File: config.mk
export PLATFORM = sky130hd
export DESIGN_NAME = isl_top
export DESIGN_NICKNAME = d
export VERILOG_FILES = /design/src/isl_pkg.sv /design/src/isl_top.sv
export SDC_FILE = /design/constraint.sdc
export NUM_CORES = 1
export LEC_CHECK = 0
export BUFFER_PORTS_ARGS = -buffer_cell sky130_fd_sc_hd__buf_2
export CORE_MARGIN = 4
export CORE_UTILIZATION = 54
export DETAILED_ROUTE_END_ITERATION = 16
export HOLD_SLACK_MARGIN = 0.03
export PLACE_DENSITY = 0.85
export SLEW_MARGIN = 25
export SYNTH_ARGS = -nofsm -noshare
export SYNTH_HDL_FRONTEND = slang
export SYNTH_SLANG_ARGS = --single-unit
File: constraint.sdc
create_clock -name ref_clk_in -period 4.5 [get_ports ref_clk_in]
set_clock_uncertainty 0.1 [all_clocks]
set_input_delay 0.9 -clock ref_clk_in [delete_from_list [all_inputs] [get_ports ref_clk_in]]
set_output_delay 0.9 -clock ref_clk_in [all_outputs]
set_load 0.005 [all_outputs]
File: src/isl_pkg.sv
// isl_pkg: constants for the interrupt status and loss-of-signal status block
package isl_pkg;

  // ----------------------------------------------------------------------
  // register byte offsets
  // ----------------------------------------------------------------------
  localparam logic [7:0] ISL_OFS_INT_ENABLE = 8'h00;
  localparam logic [7:0] ISL_OFS_INT_STATUS = 8'h04;
  localparam logic [7:0] ISL_OFS_MON_CTRL = 8'h08;
  localparam logic [7:0] ISL_OFS_MON0_STS = 8'h0c;
  localparam logic [7:0] ISL_OFS_MON1_STS = 8'h10;
  localparam logic [7:0] ISL_OFS_MON2_STS = 8'h14;
  localparam logic [7:0] ISL_OFS_LOS_EVENT = 8'h18;
  localparam logic [7:0] ISL_OFS_PIN_SEL = 8'h1c;

  // ----------------------------------------------------------------------
  // interrupt status / enable layout
  // ----------------------------------------------------------------------
  localparam int ISL_BIT_DEVICE = 15;
  localparam int ISL_BIT_LOAD_FAIL = 11;
  localparam int ISL_BIT_LOAD_ERR = 10;
  localparam int ISL_BIT_OTP_RDY = 9;
  localparam int ISL_BIT_ACT1 = 8;
  localparam int ISL_BIT_ACT0 = 7;
  localparam int ISL_BIT_LOS2 = 6;
  localparam int ISL_BIT_LOS1 = 5;
  localparam int ISL_BIT_LOS0 = 4;
  localparam int ISL_BIT_DPLL_STATE = 3;
  localparam int ISL_BIT_DPLL_HOLD = 2;
  localparam int ISL_BIT_DPLL_LOL = 1;
  localparam int ISL_BIT_APLL_LOL = 0;
  localparam logic [15:0] ISL_INT_EN_MASK = 16'h8fff;
  localparam logic [15:0] ISL_INT_EN_RESET = 16'h0000;

  // ----------------------------------------------------------------------
  // monitor status, control and event layout
  // ----------------------------------------------------------------------
  localparam int ISL_MON_COUNT = 3;
  localparam int ISL_LOADER_BITS = 4;
  localparam int ISL_STS_LOS = 0;
  localparam int ISL_STS_INVALID = 1;
  localparam logic ISL_LOS_STS_RESET = 1'b1;
  localparam logic ISL_INVALID_RESET = 1'b1;
  localparam logic ISL_LOS_EVT_RESET = 1'b1;
  // mon_ctrl: bits 2:0 soft reset, 6:4 ref disable, 10:8 los fail mask
  localparam int ISL_CTRL_SRST_POS = 0;
  localparam int ISL_CTRL_DIS_POS = 4;
  localparam int ISL_CTRL_MASK_POS = 8;
  localparam logic [31:0] ISL_CTRL_RW_MASK = 32'h0000_0777;
  localparam logic [31:0] ISL_CTRL_RESET = 32'h0000_0000;
  localparam logic ISL_PIN_SEL_RESET = 1'b0;

  // ----------------------------------------------------------------------
  // bus answers
  // ----------------------------------------------------------------------
  localparam logic [1:0] ISL_RESP_OKAY = 2'b00;
  localparam logic [1:0] ISL_RESP_SLVERR = 2'b10;

endpackage : isl_pkg

File: src/isl_top.sv
// isl_top: interrupt status aggregation and loss-of-signal status registers
`timescale 1ns/100ps

module isl_top (
  input wire logic ref_clk_in,
  input wire logic rst_b_in,
  // axi4-lite slave
  input wire logic [7:0] s_axi_awaddr_in,
  input wire logic s_axi_awvalid_in,
  output logic s_axi_awready_out,
  input wire logic [31:0] s_axi_wdata_in,
  input wire logic [3:0] s_axi_wstrb_in,
  input wire logic s_axi_wvalid_in,
  output logic s_axi_wready_out,
  output logic [1:0] s_axi_bresp_out,
  output logic s_axi_bvalid_out,
  input wire logic s_axi_bready_in,
  input wire logic [7:0] s_axi_araddr_in,
  input wire logic s_axi_arvalid_in,
  output logic s_axi_arready_out,
  output logic [31:0] s_axi_rdata_out,
  output logic [1:0] s_axi_rresp_out,
  output logic s_axi_rvalid_out,
  input wire logic s_axi_rready_in,
  // event bits from the surrounding blocks
  input wire logic [isl_pkg::ISL_LOADER_BITS-1:0] load_fail_evt_in,
  input wire logic [isl_pkg::ISL_LOADER_BITS-1:0] crc_err_evt_in,
  input wire logic otp_manual_rdy_evt_in,
  input wire logic activity_flag_complement_input_in,
  input wire logic activity_flag_true_input_in,
  input wire logic digital_loop_state_change_flag_in,
  input wire logic digital_loop_holdover_flag_in,
  input wire logic digital_loop_lock_loss_flag_in,
  input wire logic analog_loop_lock_loss_flag_in,
  // monitor levels: 0 true input, 1 complement input, 2 crystal
  input wire logic [isl_pkg::ISL_MON_COUNT-1:0] signal_loss_level_in,
  input wire logic [1:0] activity_disqualify_in,
  input wire logic lock_indicator_in,
  // outputs
  output logic status_pin_out,
  output logic irq_out,
  output logic [isl_pkg::ISL_MON_COUNT-1:0] monitor_soft_reset_out,
  output logic [isl_pkg::ISL_MON_COUNT-1:0] ref_invalid_out
);
  import isl_pkg::*;

  // ----------------------------------------------------------------------
  // state
  // ----------------------------------------------------------------------
  logic [15:0] int_enable, next_int_enable;
  logic [15:0] interrupt_status, next_interrupt_status;
  logic [31:0] mon_ctrl, next_mon_ctrl;
  logic pin_sel, next_pin_sel;
  logic [ISL_MON_COUNT-1:0] los_sts, next_los_sts;
  logic [ISL_MON_COUNT-1:0] ref_invalid, next_ref_invalid;
  logic [ISL_MON_COUNT-1:0] los_evt, next_los_evt;
  logic irq, next_irq;
  logic status_pin, next_status_pin;

  // bus handshake state
  logic aw_held, next_aw_held;
  logic w_held, next_w_held;
  logic [7:0] aw_addr, next_aw_addr;
  logic [31:0] w_data, next_w_data;
  logic [3:0] w_strb, next_w_strb;
  logic bvalid, next_bvalid;
  logic [1:0] bresp, next_bresp;
  logic rvalid, next_rvalid;
  logic [1:0] rresp, next_rresp;
  logic [31:0] rdata, next_rdata;
  // ready flags kept as flops so every bus output leaves a register
  logic aw_ready, next_aw_ready;
  logic w_ready, next_w_ready;
  logic ar_ready, next_ar_ready;

  logic do_write;
  logic [31:0] wmask;
  logic [ISL_MON_COUNT-1:0] evt_clear;
  logic [ISL_MON_COUNT-1:0] ref_disable, fail_mask;
  logic [ISL_MON_COUNT-1:0] act_disq;
  logic [15:0] enabled_src;

  // ----------------------------------------------------------------------
  // write channel: address and data taken in either order
  // ----------------------------------------------------------------------
  // ready is low while a beat is held so the master keeps it for later
  always_comb begin
    next_aw_held = aw_held;
    next_w_held = w_held;
    next_aw_addr = aw_addr;
    next_w_data = w_data;
    next_w_strb = w_strb;
    next_bvalid = bvalid;
    next_bresp = bresp;
    if (s_axi_awvalid_in && !aw_held) begin
      next_aw_held = 1'b1;
      next_aw_addr = s_axi_awaddr_in;
    end
    if (s_axi_wvalid_in && !w_held) begin
      next_w_held = 1'b1;
      next_w_data = s_axi_wdata_in;
      next_w_strb = s_axi_wstrb_in;
    end
    if (do_write) begin
      next_aw_held = 1'b0;
      next_w_held = 1'b0;
      next_bvalid = 1'b1;
      case (aw_addr)
        ISL_OFS_INT_ENABLE, ISL_OFS_INT_STATUS, ISL_OFS_MON_CTRL,
        ISL_OFS_MON0_STS, ISL_OFS_MON1_STS, ISL_OFS_MON2_STS,
        ISL_OFS_LOS_EVENT, ISL_OFS_PIN_SEL: next_bresp = ISL_RESP_OKAY;
        default: next_bresp = ISL_RESP_SLVERR;
      endcase
    end else if (bvalid && s_axi_bready_in) begin
      next_bvalid = 1'b0;
    end
    // ready is the inverse of the held flags one to one
    next_aw_ready = !next_aw_held;
    next_w_ready = !next_w_held;
  end

  // a write commits once both beats are held and no answer is pending
  assign do_write = aw_held && w_held && !bvalid;

  // byte enables widened to a bit mask
  always_comb begin
    for (int i = 0; i < 4; i++) begin
      wmask[i*8 +: 8] = {8{w_strb[i]}};
    end
  end

  // ----------------------------------------------------------------------
  // software registers
  // ----------------------------------------------------------------------
  // status words take no write at all, the answer is still okay
  always_comb begin
    next_int_enable = int_enable;
    next_mon_ctrl = mon_ctrl;
    next_pin_sel = pin_sel;
    evt_clear = '0;
    if (do_write) begin
      case (aw_addr)
        ISL_OFS_INT_ENABLE: begin
          next_int_enable = ((int_enable & ~wmask[15:0])
            | (w_data[15:0] & wmask[15:0])) & ISL_INT_EN_MASK;
        end
        ISL_OFS_MON_CTRL: begin
          next_mon_ctrl = ((mon_ctrl & ~wmask) | (w_data & wmask))
            & ISL_CTRL_RW_MASK;
        end
        ISL_OFS_LOS_EVENT: begin
          evt_clear = w_data[ISL_MON_COUNT-1:0] & wmask[ISL_MON_COUNT-1:0];
        end
        ISL_OFS_PIN_SEL: begin
          if (w_strb[0]) begin
            next_pin_sel = w_data[0];
          end
        end
        default: begin
          next_int_enable = int_enable;
        end
      endcase
    end
  end

  assign ref_disable = mon_ctrl[ISL_CTRL_DIS_POS +: ISL_MON_COUNT];
  assign fail_mask = mon_ctrl[ISL_CTRL_MASK_POS +: ISL_MON_COUNT];
  // crystal monitor has no activity check
  assign act_disq = {1'b0, activity_disqualify_in};

  // ----------------------------------------------------------------------
  // monitor status and sticky loss events
  // ----------------------------------------------------------------------
  // the crystal monitor cannot be deselected, so its disable is ignored
  always_comb begin
    next_los_sts = signal_loss_level_in;
    for (int m = 0; m < ISL_MON_COUNT; m++) begin
      next_ref_invalid[m] = (signal_loss_level_in[m] && !fail_mask[m])
        || act_disq[m]
        || (ref_disable[m] && (m != ISL_MON_COUNT - 1));
      // set wins over clear, so a live loss keeps it set
      next_los_evt[m] = signal_loss_level_in[m]
        || (los_evt[m] && !evt_clear[m]);
    end
  end

  // ----------------------------------------------------------------------
  // interrupt status word and device interrupt
  // ----------------------------------------------------------------------
  always_comb begin
    next_interrupt_status = '0;
    next_interrupt_status[ISL_BIT_LOAD_FAIL] = |load_fail_evt_in;
    next_interrupt_status[ISL_BIT_LOAD_ERR] = |crc_err_evt_in;
    next_interrupt_status[ISL_BIT_OTP_RDY] = otp_manual_rdy_evt_in;
    next_interrupt_status[ISL_BIT_ACT1] =
      activity_flag_complement_input_in;
    next_interrupt_status[ISL_BIT_ACT0] = activity_flag_true_input_in;
    next_interrupt_status[ISL_BIT_LOS2] = los_evt[2];
    next_interrupt_status[ISL_BIT_LOS1] = los_evt[1];
    next_interrupt_status[ISL_BIT_LOS0] = los_evt[0];
    next_interrupt_status[ISL_BIT_DPLL_STATE] =
      digital_loop_state_change_flag_in;
    next_interrupt_status[ISL_BIT_DPLL_HOLD] =
      digital_loop_holdover_flag_in;
    next_interrupt_status[ISL_BIT_DPLL_LOL] =
      digital_loop_lock_loss_flag_in;
    next_interrupt_status[ISL_BIT_APLL_LOL] =
      analog_loop_lock_loss_flag_in;
    // enable of 0 drops the source out of the summary
    enabled_src = next_interrupt_status & int_enable;
    enabled_src[ISL_BIT_DEVICE] = 1'b0;
    next_interrupt_status[ISL_BIT_DEVICE] = |enabled_src;
  end

  // one register stage from status to pin keeps the outputs glitch free
  // lock level is taken as is, so it must come from this clock
  always_comb begin
    next_irq = interrupt_status[ISL_BIT_DEVICE]
      && int_enable[ISL_BIT_DEVICE];
    next_status_pin = pin_sel ? next_irq : lock_indicator_in;
  end

  // ----------------------------------------------------------------------
  // read channel
  // ----------------------------------------------------------------------
  // a single outstanding read; arready is low while the answer waits
  always_comb begin
    next_rvalid = rvalid;
    next_rresp = rresp;
    next_rdata = rdata;
    if (s_axi_arvalid_in && !rvalid) begin
      next_rvalid = 1'b1;
      next_rresp = ISL_RESP_OKAY;
      next_rdata = '0;
      case (s_axi_araddr_in)
        ISL_OFS_INT_ENABLE: next_rdata[15:0] = int_enable;
        ISL_OFS_INT_STATUS: next_rdata[15:0] = interrupt_status;
        ISL_OFS_MON_CTRL: next_rdata = mon_ctrl;
        ISL_OFS_MON0_STS: next_rdata[1:0] = {ref_invalid[0], los_sts[0]};
        ISL_OFS_MON1_STS: next_rdata[1:0] = {ref_invalid[1], los_sts[1]};
        ISL_OFS_MON2_STS: next_rdata[1:0] = {ref_invalid[2], los_sts[2]};
        ISL_OFS_LOS_EVENT: next_rdata[ISL_MON_COUNT-1:0] = los_evt;
        ISL_OFS_PIN_SEL: next_rdata[0] = pin_sel;
        default: next_rresp = ISL_RESP_SLVERR;
      endcase
    end else if (rvalid && s_axi_rready_in) begin
      next_rvalid = 1'b0;
    end
    // address ready drops while an answer stands
    next_ar_ready = !next_rvalid;
  end

  // ----------------------------------------------------------------------
  // registers
  // ----------------------------------------------------------------------
  // synchronous reset, all state registered in one place
  always_ff @(posedge ref_clk_in) begin
    if (!rst_b_in) begin
      int_enable <= ISL_INT_EN_RESET;
      interrupt_status <= '0;
      mon_ctrl <= ISL_CTRL_RESET;
      pin_sel <= ISL_PIN_SEL_RESET;
      los_sts <= {ISL_MON_COUNT{ISL_LOS_STS_RESET}};
      ref_invalid <= {ISL_MON_COUNT{ISL_INVALID_RESET}};
      los_evt <= {ISL_MON_COUNT{ISL_LOS_EVT_RESET}};
      irq <= 1'b0;
      status_pin <= 1'b0;
      aw_held <= 1'b0;
      w_held <= 1'b0;
      aw_addr <= '0;
      w_data <= '0;
      w_strb <= '0;
      bvalid <= 1'b0;
      bresp <= ISL_RESP_OKAY;
      rvalid <= 1'b0;
      rresp <= ISL_RESP_OKAY;
      rdata <= '0;
      aw_ready <= 1'b1;
      w_ready <= 1'b1;
      ar_ready <= 1'b1;
    end else begin
      int_enable <= next_int_enable;
      interrupt_status <= next_interrupt_status;
      mon_ctrl <= next_mon_ctrl;
      pin_sel <= next_pin_sel;
      los_sts <= next_los_sts;
      ref_invalid <= next_ref_invalid;
      los_evt <= next_los_evt;
      irq <= next_irq;
      status_pin <= next_status_pin;
      aw_held <= next_aw_held;
      w_held <= next_w_held;
      aw_addr <= next_aw_addr;
      w_data <= next_w_data;
      w_strb <= next_w_strb;
      bvalid <= next_bvalid;
      bresp <= next_bresp;
      rvalid <= next_rvalid;
      rresp <= next_rresp;
      rdata <= next_rdata;
      aw_ready <= next_aw_ready;
      w_ready <= next_w_ready;
      ar_ready <= next_ar_ready;
    end
  end

  // ----------------------------------------------------------------------
  // outputs, all from flip-flops
  // ----------------------------------------------------------------------
  // ready flags come from their own flops, not from inverted held flags
  assign s_axi_awready_out = aw_ready;
  assign s_axi_wready_out = w_ready;
  assign s_axi_bvalid_out = bvalid;
  assign s_axi_bresp_out = bresp;
  assign s_axi_arready_out = ar_ready;
  assign s_axi_rvalid_out = rvalid;
  assign s_axi_rresp_out = rresp;
  assign s_axi_rdata_out = rdata;
  assign irq_out = irq;
  assign status_pin_out = status_pin;
  assign monitor_soft_reset_out = mon_ctrl[ISL_CTRL_SRST_POS +: ISL_MON_COUNT];
  assign ref_invalid_out = ref_invalid;

endmodule : isl_top

# Yosys cells after proc, flatten, opt, wreduce, memory -nomap -nowiden
# Memory sizes are Yosys's and may differ from the RTL's. A register that Yosys moved wholly into a read port is not among the register bits.
# Cells that the tools add are included.
[totals] regBits=103 romBits=32 inputBits=80 output_inout_bits=49 elab_cells=108 n_memories=1
[memory_table] memory="(no name shown)" depth=32 word_bits=1 read_ports=1 rd_ports_with_merged_regs=1 wr=0 line_no="isl_top.sv:108" text="case (aw_addr)"
[classes] eq_ne=10 n_mux=19 n_bitwise=10 reduce_logical=45
[op_table] op="equality test 8 x 5 -> 1 bit (second input constant)" count=6
[op_table] op="case mux 13 bit (3 select lines)" count=1
[op_table] op="bitwise AND 16 bit" count=2
[op_table] op="equality test 8 x 4 -> 1 bit (second input constant)" count=3
[op_table] op="bitwise AND 11 bit" count=2
[op_table] op="zero test 8 bit" count=2
[op_table] op="inverter 16 bit" count=1
[op_table] op="bitwise OR 16 bit" count=1
[op_table] op="OR reduction 15 bit" count=1
[op_table] op="logical AND 1 bit" count=14
[op_table] op="zero test 1 bit" count=13
[op_table] op="bitwise AND 12 bit" count=1
[op_table] op="inverter 11 bit" count=1
[op_table] op="bitwise OR 11 bit" count=1
[op_table] op="two-way mux 5 bit" count=2
[op_table] op="two-way mux 1 bit" count=9
[op_table] op="equality test 8 x 3 -> 1 bit (second input constant)" count=1
[op_table] op="case mux 1 bit (8 select lines)" count=1
[op_table] op="OR reduction 4 bit" count=2
[op_table] op="OR reduction 8 bit" count=1
[op_table] op="logical OR 1 bit" count=7
[op_table] op="case mux 1 bit (7 select lines)" count=1
[op_table] op="two-way mux 3 bit" count=2
[op_table] op="two-way mux 2 bit" count=2
[op_table] op="6 further kinds" count=7

# Logic depth before layout (Yosys ltp)
# Gate-level depths: netlist of run 1.
[logic_depth] depth_word=6 ltp_mapped=6 ltp_nobuf=4

# Least setup slack after synthesis of run 1
# OpenSTA, ideal clock, no wires.
[synth_path] path_kind="input -> register" startpoint="input s_axi_araddr_in[3]" endpoint="register rdata[1] (netlist: s_axi_rdata_out[1])" setup_ns=0.116 t_arrival_ns=1.908 t_required_ns=4.284 slack_ns=2.376 stages=5 n_path_buf=1 cell_sequence="buf_2 -> mux4_2 -> nor2_1 -> a211oi_1 -> a31o_2"
[synth_via] elab_chain_len=2 elab_cells_between_ends=8 classes_between="eq/ne: 6; mux: 1; reduce/logical: 1"
[synth_rtl] element="start: declaration" line_no="isl_top.sv:18" text="input wire logic [7:0] s_axi_araddr_in,"
[synth_rtl] element="equality test 8 x 5 -> 1 bit, or another cell as far along" line_no="isl_top.sv:235" text="case (s_axi_araddr_in)"
[synth_rtl] element="case mux 1 bit (7 select lines) (*)" line_no="isl_top.sv:235"
[synth_rtl] element="end signal: assignment" line_no="isl_top.sv:300" text="rdata <= next_rdata;"
[synth_rtl] element="end: declaration" line_no="isl_top.sv:70" text="logic [31:0] rdata, next_rdata;"
# Every way passes the cells marked *; elsewhere a longest branch is shown, timed or not.
# A chain may end at the register's enable or synchronous reset.

==> results.yml, run 1 <==
run_status:
  status: "complete, no violations"
sta:
  setup_violations: 0
  fin_crit_ps: 2260
  max_freq_ghz: 0.442
  rsz0062_at_grt: "false"
  final_max_slew_viol_count: 0
  hold_slack_ps: 353
  period_share_pct: 50.3
  finalSetupTns_ps: 0
  worst_slew_pin_slew_ps: 903
  finalHoldViolations: 0
  maxSlewHeadroom_pct: 39.7
final_layout:
  layout_commonest_cell: "dfxtp_1"
  layout-drive-gt1-share_pct: 22.0
  nets: 580
  fin_cells: 601
  syn_to_final_growth_pct: 14.6
  layout_common_cells: "93 x dfxtp_1, 86 x buf_2, 73 x nand2_1"
  stdcell_area_mm2: 0.00440
  diodes: 0
  fillCellCount: 580
logic_synthesis:
  synth_area_leaders: "dfxtp_1 49%, mux2i_1 10%, nand2_1 7.1%"
  netlist_area_mm2: 0.00384
  synthArstFlopShare_pct: 0
  avgSynthCellArea_um2: 8.97
  yosysWarnings: 0
  synth_ff_type: "dfxtp_1"
  synth_edf_count: 0
  ys_types: 45
  synth_top_cell_by_area: "dfxtp_1"
  ys_ff_latch: 93
  syn_inst: 428
  seq_area_frac_synth_pct: 48.5
  yosysTopAreaCellShare_pct: 48.5
route:
  routed.top_layer: "met4"
  postRouteAntennaNets: 0
  vias: 3085
  dr.pass1.iters: 4
  wl_mm: 8.29
  wl_met2_mm: 4.01
  drt_iter0_markers: 159
  post-route-drc-count: 0
  vias_per_cell: 5.13
  dr_wl_met3_um: 525
  drt-wirelength-per-cell_um: 13.8
  met1_length_mm: 3.66
power:
  p_per_area_mw_per_mm2: 354
  p_leak_nw: 1.93
  vdd_drop_max_uv: 160
  p_total_w: 0.00156
clock_network:
  cts_inserted_buffers: 9
  cts_max_level: 3
  clock-sinks: 93
  cts_resized: 0
  cts_tree: "done"
  clkLatencyLatePin_ps: 360
  cts.reportedPaths.clkPinSlew_ps: 100
  clockRootBuffer: "clkbuf_8"
  cts.hold.buffers_added: 0
  cts_buffer_depth: 2
  post-cts-setup-buffers: 0
place:
  gp_congestion: 0.840
  dp.cells: 585
  dp_hpwl_mm: 6.40
  io_buffers: 86
  place_area_mm2: 0.00420
grt:
  grt_pass1_vias: 2973
  grt_max_degree: 58
  grt_pass1_wl_mm: 13.9
  antenna_found_initial: 0
  grt_usage_pct: 20.3
  overflow: 0
floorplan:
  num_io_pins: 129
  fp.dieW_um: 92.3
  die_h_um: 92.3
  start_util_pct: 56.2
  core_area_mm2: 0.00683
  rows: 30
  die_area_mm2: 0.00852
setup_path:
  crit_path_max_fanout: 57
  critPathArrivalTime_ps: 2450
  reg2regPathDepth: 4
  endpoint_kind: "flop"
  path_buf_inv: 3
  crit_path_start_kind: "input pin"
  path_class: "in -> reg"
  cp.required_ps: 4690
  slowest_delay_ps: 660
  worst_path_max_delay_cell: "buf_2"
  crit_chain: "buf_2, inv_1, buf_4, nor2_1, nand2_1, o21ai_0"
  path_depth: 6
  crit_family: "buffers and inverters"
worst_hold_path:
  hold_path_class: "reg -> reg"
  min_path_cells: 2
run:
  drv_cap: 0
==> stage by stage <==
step | util (%) | worst slack (ps)
final | 64.4 | 2240
after global routing | 64.4 | 2020
after CTS | 64.4 | 2240
after detailed placement | 61.4 | 1860
after global placement | 61.4 | 1890
after floorplan | - | 2380
==> Yosys cell counts (all sizes together) (4+ instances only) <==
cell type and count:
nand2b 8, nand4 8, inv 9, clkbuf 13
a21oi 35, mux2i 39, or3 8, o21ai 14
nand3 8, nor2 30, buf 34, and2 11
dfxtp 93, a41oi 4, nand2 73
==> power by group <==
part           total, W  switching, W  leakage [nW]  internal, W
Combinational  0.000138     0.0000793          1.07    0.0000586
Clock          0.000550      0.000292        0.0954     0.000258
Sequential     0.000867     0.0000164         0.761     0.000851
Total           0.00156      0.000388          1.93      0.00117
==> tightest hold or removal path, cell delays in order (launching register included) <==
cell and delay (ps):
dfxtp_1 310, nand2_1 50, a21oi_1 50
==> logic make-up after synthesis <==
| group | count (synthesis) | synth area share, % |
|---|---|---|
| AOI/OAI and AO/OA | 72 | 11.3 |
| buffers and inverters | 57 | 8.28 |
| DFF | 93 | 48.5 |
| muxes | 41 | 11.1 |
| other | 1 | 0.0977 |
| and+or+nand+nor | 164 | 20.7 |
==> path summary, 6_finish.rpt <==
kind | from | endpoint | slack [ps]
setup / recovery | rst_b_in | s_axi_rdata_out[5] | 2240
hold / removal | s_axi_rdata_out[11] | s_axi_rdata_out[11] | 350
setup reg to reg | w_held | flop | 2520
hold reg to reg | s_axi_rdata_out[11] | s_axi_rdata_out[11] | 350
==> per-layer routing <==
layer  up-vias  track usage, %
li1       1568               -
met1      1393            25.9
met2       115            33.2
met3         9            4.96
met4         0            7.67
met5         -               0
==> area by class of cell <==
class                      instances  area, um2  area share [%]
multi-input combinational        298       1730            39.4
tap                               96        120            2.73
clock buffer                       9        124            2.82
sequential                        93       1860            42.3
timing repair buffer              88        445            10.1
clock inverter                     7       76.3            1.74
inverter                          10       37.5           0.853
Power figures use the tool's default switching activity.
==> run 2, diff against run 1 <==
--- a/config.mk
+++ b/config.mk
@@ -7,10 +7,10 @@
 export LEC_CHECK = 0
 export BUFFER_PORTS_ARGS = -buffer_cell sky130_fd_sc_hd__buf_2
 export CORE_MARGIN = 4
-export CORE_UTILIZATION = 54
+export CORE_UTILIZATION = 45
 export DETAILED_ROUTE_END_ITERATION = 16
 export HOLD_SLACK_MARGIN = 0.03
-export PLACE_DENSITY = 0.85
+export PLACE_DENSITY = 0.75
 export SLEW_MARGIN = 25
 export SYNTH_ARGS = -nofsm -noshare
 export SYNTH_HDL_FRONTEND = slang
==> constraint.sdc (replaced) <==
create_clock -name ref_clk_in -period 1.97 [get_ports ref_clk_in]
set_clock_uncertainty 0.1 [all_clocks]
set_input_delay 0.394 -clock ref_clk_in [delete_from_list [all_inputs] [get_ports ref_clk_in]]
set_output_delay 0.394 -clock ref_clk_in [all_outputs]
set_load 0.005 [all_outputs]
==> run 2 against run 1 <==
Design area rose by 2.8%. Wire length is 5.9% higher. Clock power rose to 2.5 times the previous value. Flip-flop and latch count stayed put. Combinational power increased by 150%. Die area grew 18%. Critical path type is now reg -> reg. Largest cell class unchanged.
==> results.yml, run 2 (synthesized netlist as in run 1, its figures left out) <==
clock_network:
  cts_inserted_buffers: 9
  cts_resized: 0
  post-cts-setup-buffers: 0
  clockRootBuffer: "clkbuf_8"
  cts_buffer_depth: 2
  cts_tree: "done"
  cts.reportedPaths.clkPinSlew_ps: 90
  cts_max_level: 3
  cts.hold.buffers_added: 0
  clock-sinks: 93
  clkLatencyLatePin_ps: 350
sta:
  final_max_slew_viol_count: 0
  fin_crit_ps: 1650
  finalSetupTns_ps: 0
  rsz0062_at_grt: "false"
  worst_slack_ps: 316
  hold_slack_ps: 148
  period_share_pct: 84.0
  max_freq_ghz: 0.605
  finalHoldViolations: 0
  setup_violations: 0
final_layout:
  seq_area_mm2: 0.00186
  multi_input_area_mm2: 0.00173
  layout_common_cells: "93 x dfxtp_1, 86 x buf_2, 73 x nand2_1"
  fillCellCount: 783
  layout_commonest_cell: "dfxtp_1"
  diodes: 0
  nets: 592
  layout-drive-gt1-share_pct: 23.8
  syn_to_final_growth_pct: 17.9
grt:
  grt_max_degree: 52
  antenna_found_initial: 0
  overflow: 0
  grt_pass1_wl_mm: 14.3
  grt_pass1_vias: 3009
  grt_usage_pct: 17.8
setup_path:
  worst_path_max_delay_cell: "and4_1"
  rrSetupSlack_ps: 320
  slowest_delay_ps: 360
  endpoint_kind: "flop"
  crit_path_start_kind: "flop"
  path_class: "reg -> reg"
  crit_start: "aw_addr[7]"
  critPathArrivalTime_ps: 1830
  rr_startpoint: "aw_addr[7]"
  crit_chain: "nor3_1, and4_1, and3_1, mux2i_1"
  cp.required_ps: 2150
  reg2regPathDepth: 4
  crit_path_max_fanout: 6
floorplan:
  core_area_mm2: 0.00826
  rows: 33
  die_area_mm2: 0.0101
  fp.dieW_um: 100
  start_util_pct: 46.5
  die_h_um: 100
  num_io_pins: 129
power:
  pwr-share-clk_pct: 37.4
  p_leak_nw: 2.00
  p_sw_share_pct: 23.4
  power_frac_seq_pct: 53.5
  vdd_drop_max_uv: 424
  p_per_area_mw_per_mm2: 820
  p_comb_share_pct: 9.1
  power.switching_w: 0.000866
  p_int_w: 0.00284
route:
  wl_mm: 8.78
  wl_met2_mm: 4.13
  drt-wirelength-per-cell_um: 14.1
  dr_wl_met3_um: 587
  postRouteAntennaNets: 0
  vias_per_cell: 4.97
  post-route-drc-count: 0
  vias: 3089
  dr.pass1.iters: 4
  routed.top_layer: "met4"
  drt_iter0_markers: 140
  met1_length_mm: 3.97
worst_hold_path:
  hold_path_class: "in -> reg"
place:
  gp_congestion: 0.885
  io_buffers: 86
  dp_hpwl_mm: 6.95
  pre_cts_slack_ps: 164
run:
  drv_cap: 0
run_status:
  status: "complete, no violations"
run 2: worst min path at each step:
stage	slack, ps	endpoint	startpoint	cells after the start
after global routing	140	ref_invalid_out[1]	activity_disqualify_in[1]	3
after global placement	330	s_axi_rdata_out[8]	s_axi_rdata_out[8]	2
after floorplan	330	flop	w_data[3]	2
after CTS	130	ref_invalid_out[1]	activity_disqualify_in[1]	3
final	150	ref_invalid_out[1]	activity_disqualify_in[1]	3
after detailed placement	340	s_axi_rdata_out[15]	s_axi_rdata_out[15]	2
run 2: worst max-delay path, delay by kind of cell (launching register included):
kind	cells	cell delay (ps)
flip-flops	1	330
AND/OR/NAND/NOR	3	950
multiplexers	1	210
run 2: area by class of cell:
cell class                      count  share of cell area (%)
Sequential cell                    93                    41.2
Multi-Input combinational cell    298                    38.3
Timing Repair Buffer              100                    11.8
Clock buffer                       10                    3.04
Tap cell                          105                    2.90
Clock inverter                      6                    1.91
Inverter                           10                   0.830
run 2: routing by layer:
layer	vias up	global-route usage [%]
met3	8	3.54
li1	1595	-
met4	0	5.28
met1	1395	23.0
met2	91	30.0
met5	-	0
run 2: power by group through the flow:
stage               clock network (W)  registers (W)  logic, W
finish                        0.00139        0.00198  0.000339
global route                  0.00148        0.00199  0.000385
CTS                           0.00142        0.00198  0.000341
detailed placement                  0        0.00203  0.000338
global placement                    0        0.00202  0.000332
floorplan                           0        0.00202  0.000239
run 2: through the flow:
step	std cells	power (W)	util, %	instance area, um2
after floorplan	448	0.00225	-	3910
after global placement	606	0.00236	52.1	4300
after detailed placement	606	0.00237	52.1	4300
after CTS	622	0.00374	54.8	4520
after global routing	622	0.00385	54.8	4520
final	622	0.00371	54.8	4520
==> run 3, diff against run 2 <==
--- a/config.mk
+++ b/config.mk
@@ -5,12 +5,13 @@
 export SDC_FILE = /design/constraint.sdc
 export NUM_CORES = 1
 export LEC_CHECK = 0
+export ABC_AREA = 1
 export BUFFER_PORTS_ARGS = -buffer_cell sky130_fd_sc_hd__buf_2
 export CORE_MARGIN = 4
-export CORE_UTILIZATION = 45
+export CORE_UTILIZATION = 50
 export DETAILED_ROUTE_END_ITERATION = 16
 export HOLD_SLACK_MARGIN = 0.03
-export PLACE_DENSITY = 0.75
+export PLACE_DENSITY = 0.79
 export SLEW_MARGIN = 25
 export SYNTH_ARGS = -nofsm -noshare
 export SYNTH_HDL_FRONTEND = slang
==> constraint.sdc (replaced) <==
create_clock -name ref_clk_in -period 1.61 [get_ports ref_clk_in]
set_clock_uncertainty 0.1 [all_clocks]
set_input_delay 0.322 -clock ref_clk_in [delete_from_list [all_inputs] [get_ports ref_clk_in]]
set_output_delay 0.322 -clock ref_clk_in [all_outputs]
set_load 0.005 [all_outputs]
==> run 3 against run 2 <==
Combinational power rose by 29%. Sequential power rose by 24%. Via count rose by 13%. Worst hold slack got worse by 91 ps. Wire length rose by 0.30%. Design area rose by 3.2%. Global-route usage rose by 1.1 points. Power rose by 22%. Non-clock buffer count fell by 2. Cell count rose by 17%. Sequential share of layout area fell by 1.3 points.
==> results.yml, run 3 <==
run_status:
  status: "complete, no violations"
final_layout:
  multi_input_area_mm2: 0.00164
  seq_area_mm2: 0.00186
  stdcell_area_mm2: 0.00467
  layout-drive-gt1-share_pct: 21.8
  layout_common_cells: "103 x nand2_1, 93 x dfxtp_1, 86 x buf_2"
  diodes: 0
  fillCellCount: 722
  layout_commonest_cell: "nand2_1"
  syn_to_final_growth_pct: 17.8
  nets: 700
route:
  drt_iter0_markers: 111
  post-route-drc-count: 0
  vias: 3484
  drt-wirelength-per-cell_um: 12.1
  wl_mm: 8.81
  vias_per_cell: 4.79
  dr.pass1.iters: 6
  postRouteAntennaNets: 0
worst_hold_path:
  hold_path_class: "in -> reg"
  holdPathEnd: "los_sts[2]"
  hp-start: "signal_loss_level_in[2]"
  min_path_cells: 3
logic_synthesis:
  yosys.area_share.adder_pct: 0
  synth_xor_area_share_pct: 0
  yosysWarnings: 0
  seq_area_frac_synth_pct: 47.0
  synthArstFlopShare_pct: 0
  syn_inst: 535
  netlist_area_mm2: 0.00397
  synth_ff_type: "dfxtp_1"
  synth_area_leaders: "dfxtp_1 47%, nand2_1 9.8%, o21ai_0 6.4%"
  synth_top_cell_by_area: "dfxtp_1"
  synthMuxAreaShare_pct: 0
  synth_top_family_by_area: "simple AND/OR/NAND/NOR gates"
  ys_types: 31
  avgSynthCellArea_um2: 7.41
  synth_compound_area_share_pct: 13.5
  synthSimpleGateAreaFrac_pct: 25.9
  yosysMostFrequentCell: "nand2_1"
  yosysTopAreaCellShare_pct: 47.0
  synth_edf_count: 0
  ys_top_cells_by_count: "103 x nand2_1, 93 x dfxtp_1, 67 x nor2_1"
  ys_ff_latch: 93
clock_network:
  clkLatencyLatePin_ps: 360
  clock-sinks: 93
  cts_buffer_depth: 2
  cts_tree: "done"
  clockRootBuffer: "clkbuf_8"
  cts_inserted_buffers: 9
  cts.reportedPaths.clkPinSlew_ps: 100
  cts_max_level: 3
sta:
  worst_slack_ps: 171
  finalHoldViolations: 0
  worst_slew_pin_slew_ps: 560
  fin_crit_ps: 1440
  period_share_pct: 89.4
  max_freq_ghz: 0.695
  final_max_slew_viol_count: 0
  maxSlewHeadroom_pct: 62.6
  setup_violations: 0
  finalSetupTns_ps: 0
  rsz0062_at_grt: "false"
place:
  io_buffers: 86
  place_area_mm2: 0.00444
  gp_congestion: 0.855
  pre_cts_slack_ps: 62.6
  dp_hpwl_mm: 6.69
grt:
  grt_pass1_vias: 3211
  grt_pass1_wl_mm: 14.5
  grt_usage_pct: 18.9
  grt_max_degree: 51
  overflow: 0
  antenna_found_initial: 0
setup_path:
  rrSetupSlack_ps: 170
  slowest_delay_ps: 360
  rr_startpoint: "w_held"
  reg2regPathDepth: 7
  worst_path_max_delay_cell: "dfxtp_1"
  endpoint_kind: "flop"
  crit_path_max_fanout: 16
  crit_path_start_kind: "flop"
  cp.required_ps: 1760
  critPathArrivalTime_ps: 1590
  path_class: "reg -> reg"
  cp_common_cell: "nor2_4"
  crit_chain: "inv_2, nor2_4, nand2_4, nor2_4, nand3_4, o21ai_0, a21oi_1"
power:
  pwr-share-clk_pct: 36.1
  power.switching_w: 0.00119
  p_total_w: 0.00452
  vdd_drop_max_uv: 567
  power_frac_seq_pct: 54.2
  p_sw_share_pct: 26.4
  p_comb_share_pct: 9.6
  p_int_w: 0.00333
  p_leak_nw: 2.31
  p_per_area_mw_per_mm2: 969
floorplan:
  fp.dieW_um: 97.1
  die_h_um: 97.1
  core_area_mm2: 0.00773
  start_util_pct: 51.3
  die_area_mm2: 0.00942
  num_io_pins: 129
  rows: 32
run:
  drv_cap: 0
run 3: how the worst max path moves through the flow:
stage	endpoint	slack, ps	startpoint	depth (start not counted)
floorplan	flop	310	s_axi_bvalid_out	7
global placement	s_axi_rdata_out[10]	100	s_axi_araddr_in[5]	8
detailed placement	s_axi_rdata_out[10]	60	s_axi_araddr_in[5]	8
CTS	flop	130	w_held	7
global route	flop	20	w_held	7
finish	flop	170	w_held	7
run 3: layout make-up:
| class | count | area share, % |
|---|---|---|
| sequential | 93 | 39.9 |
| clock buffer | 9 | 2.65 |
| inverter | 66 | 5.31 |
| clock inverter | 7 | 1.98 |
| multi-input combinational | 352 | 35.2 |
| timing repair buffer | 98 | 12.3 |
| tap | 102 | 2.73 |
run 3: metal layers:
layer,routed length [um],part of all wire (%),GRT usage [%]
met4,138,1.6,6.59
met1,3760,43,23.2
met5,0,0,0
met3,622,7.1,5.17
met2,4290,49,31.8
run 3: repair_timing:
item,in CTS,in global routing
buffers inserted,0,0
gates resized for setup,0,1
endpoints found under the setup margin,0,1
hold buffers,1,0
endpoints found under the hold margin,1,0
run 3: kinds of logic (layout without fill, tap and decap cells):
kind of cell | after synthesis | in the layout
simple gates | 229 | 229
flops | 93 | 93
compound gates | 102 | 102
other cells | 1 | 21
buf+inv | 110 | 180
run 3: power groups by stage:
stage / registers, W / clock network, W / logic, W
detailed placement: 0.00251 / 0 / 0.000433
floorplan: 0.00250 / 0 / 0.000296
global route: 0.00246 / 0.00177 / 0.000497
CTS: 0.00245 / 0.00168 / 0.000437
finish: 0.00245 / 0.00163 / 0.000436
global placement: 0.00250 / 0 / 0.000418
run 3: through the flow:
stage | util (%) | hold WS, ps | instances
floorplan | - | 315 | 555
global placement | 57.5 | 348 | 710
detailed placement | 57.5 | 349 | 710
CTS | 60.4 | 42.9 | 727
global route | 60.4 | 40.6 | 727
finish | 60.4 | 56.7 | 727
run 3: worst max-delay path, delay by kind of cell (launching register included):
kind,cells,cell delay [ps]
and+or+nand+nor,4,550
buffers and inverters,1,60
AOI/OAI and AO/OA,2,260
DFF,1,360
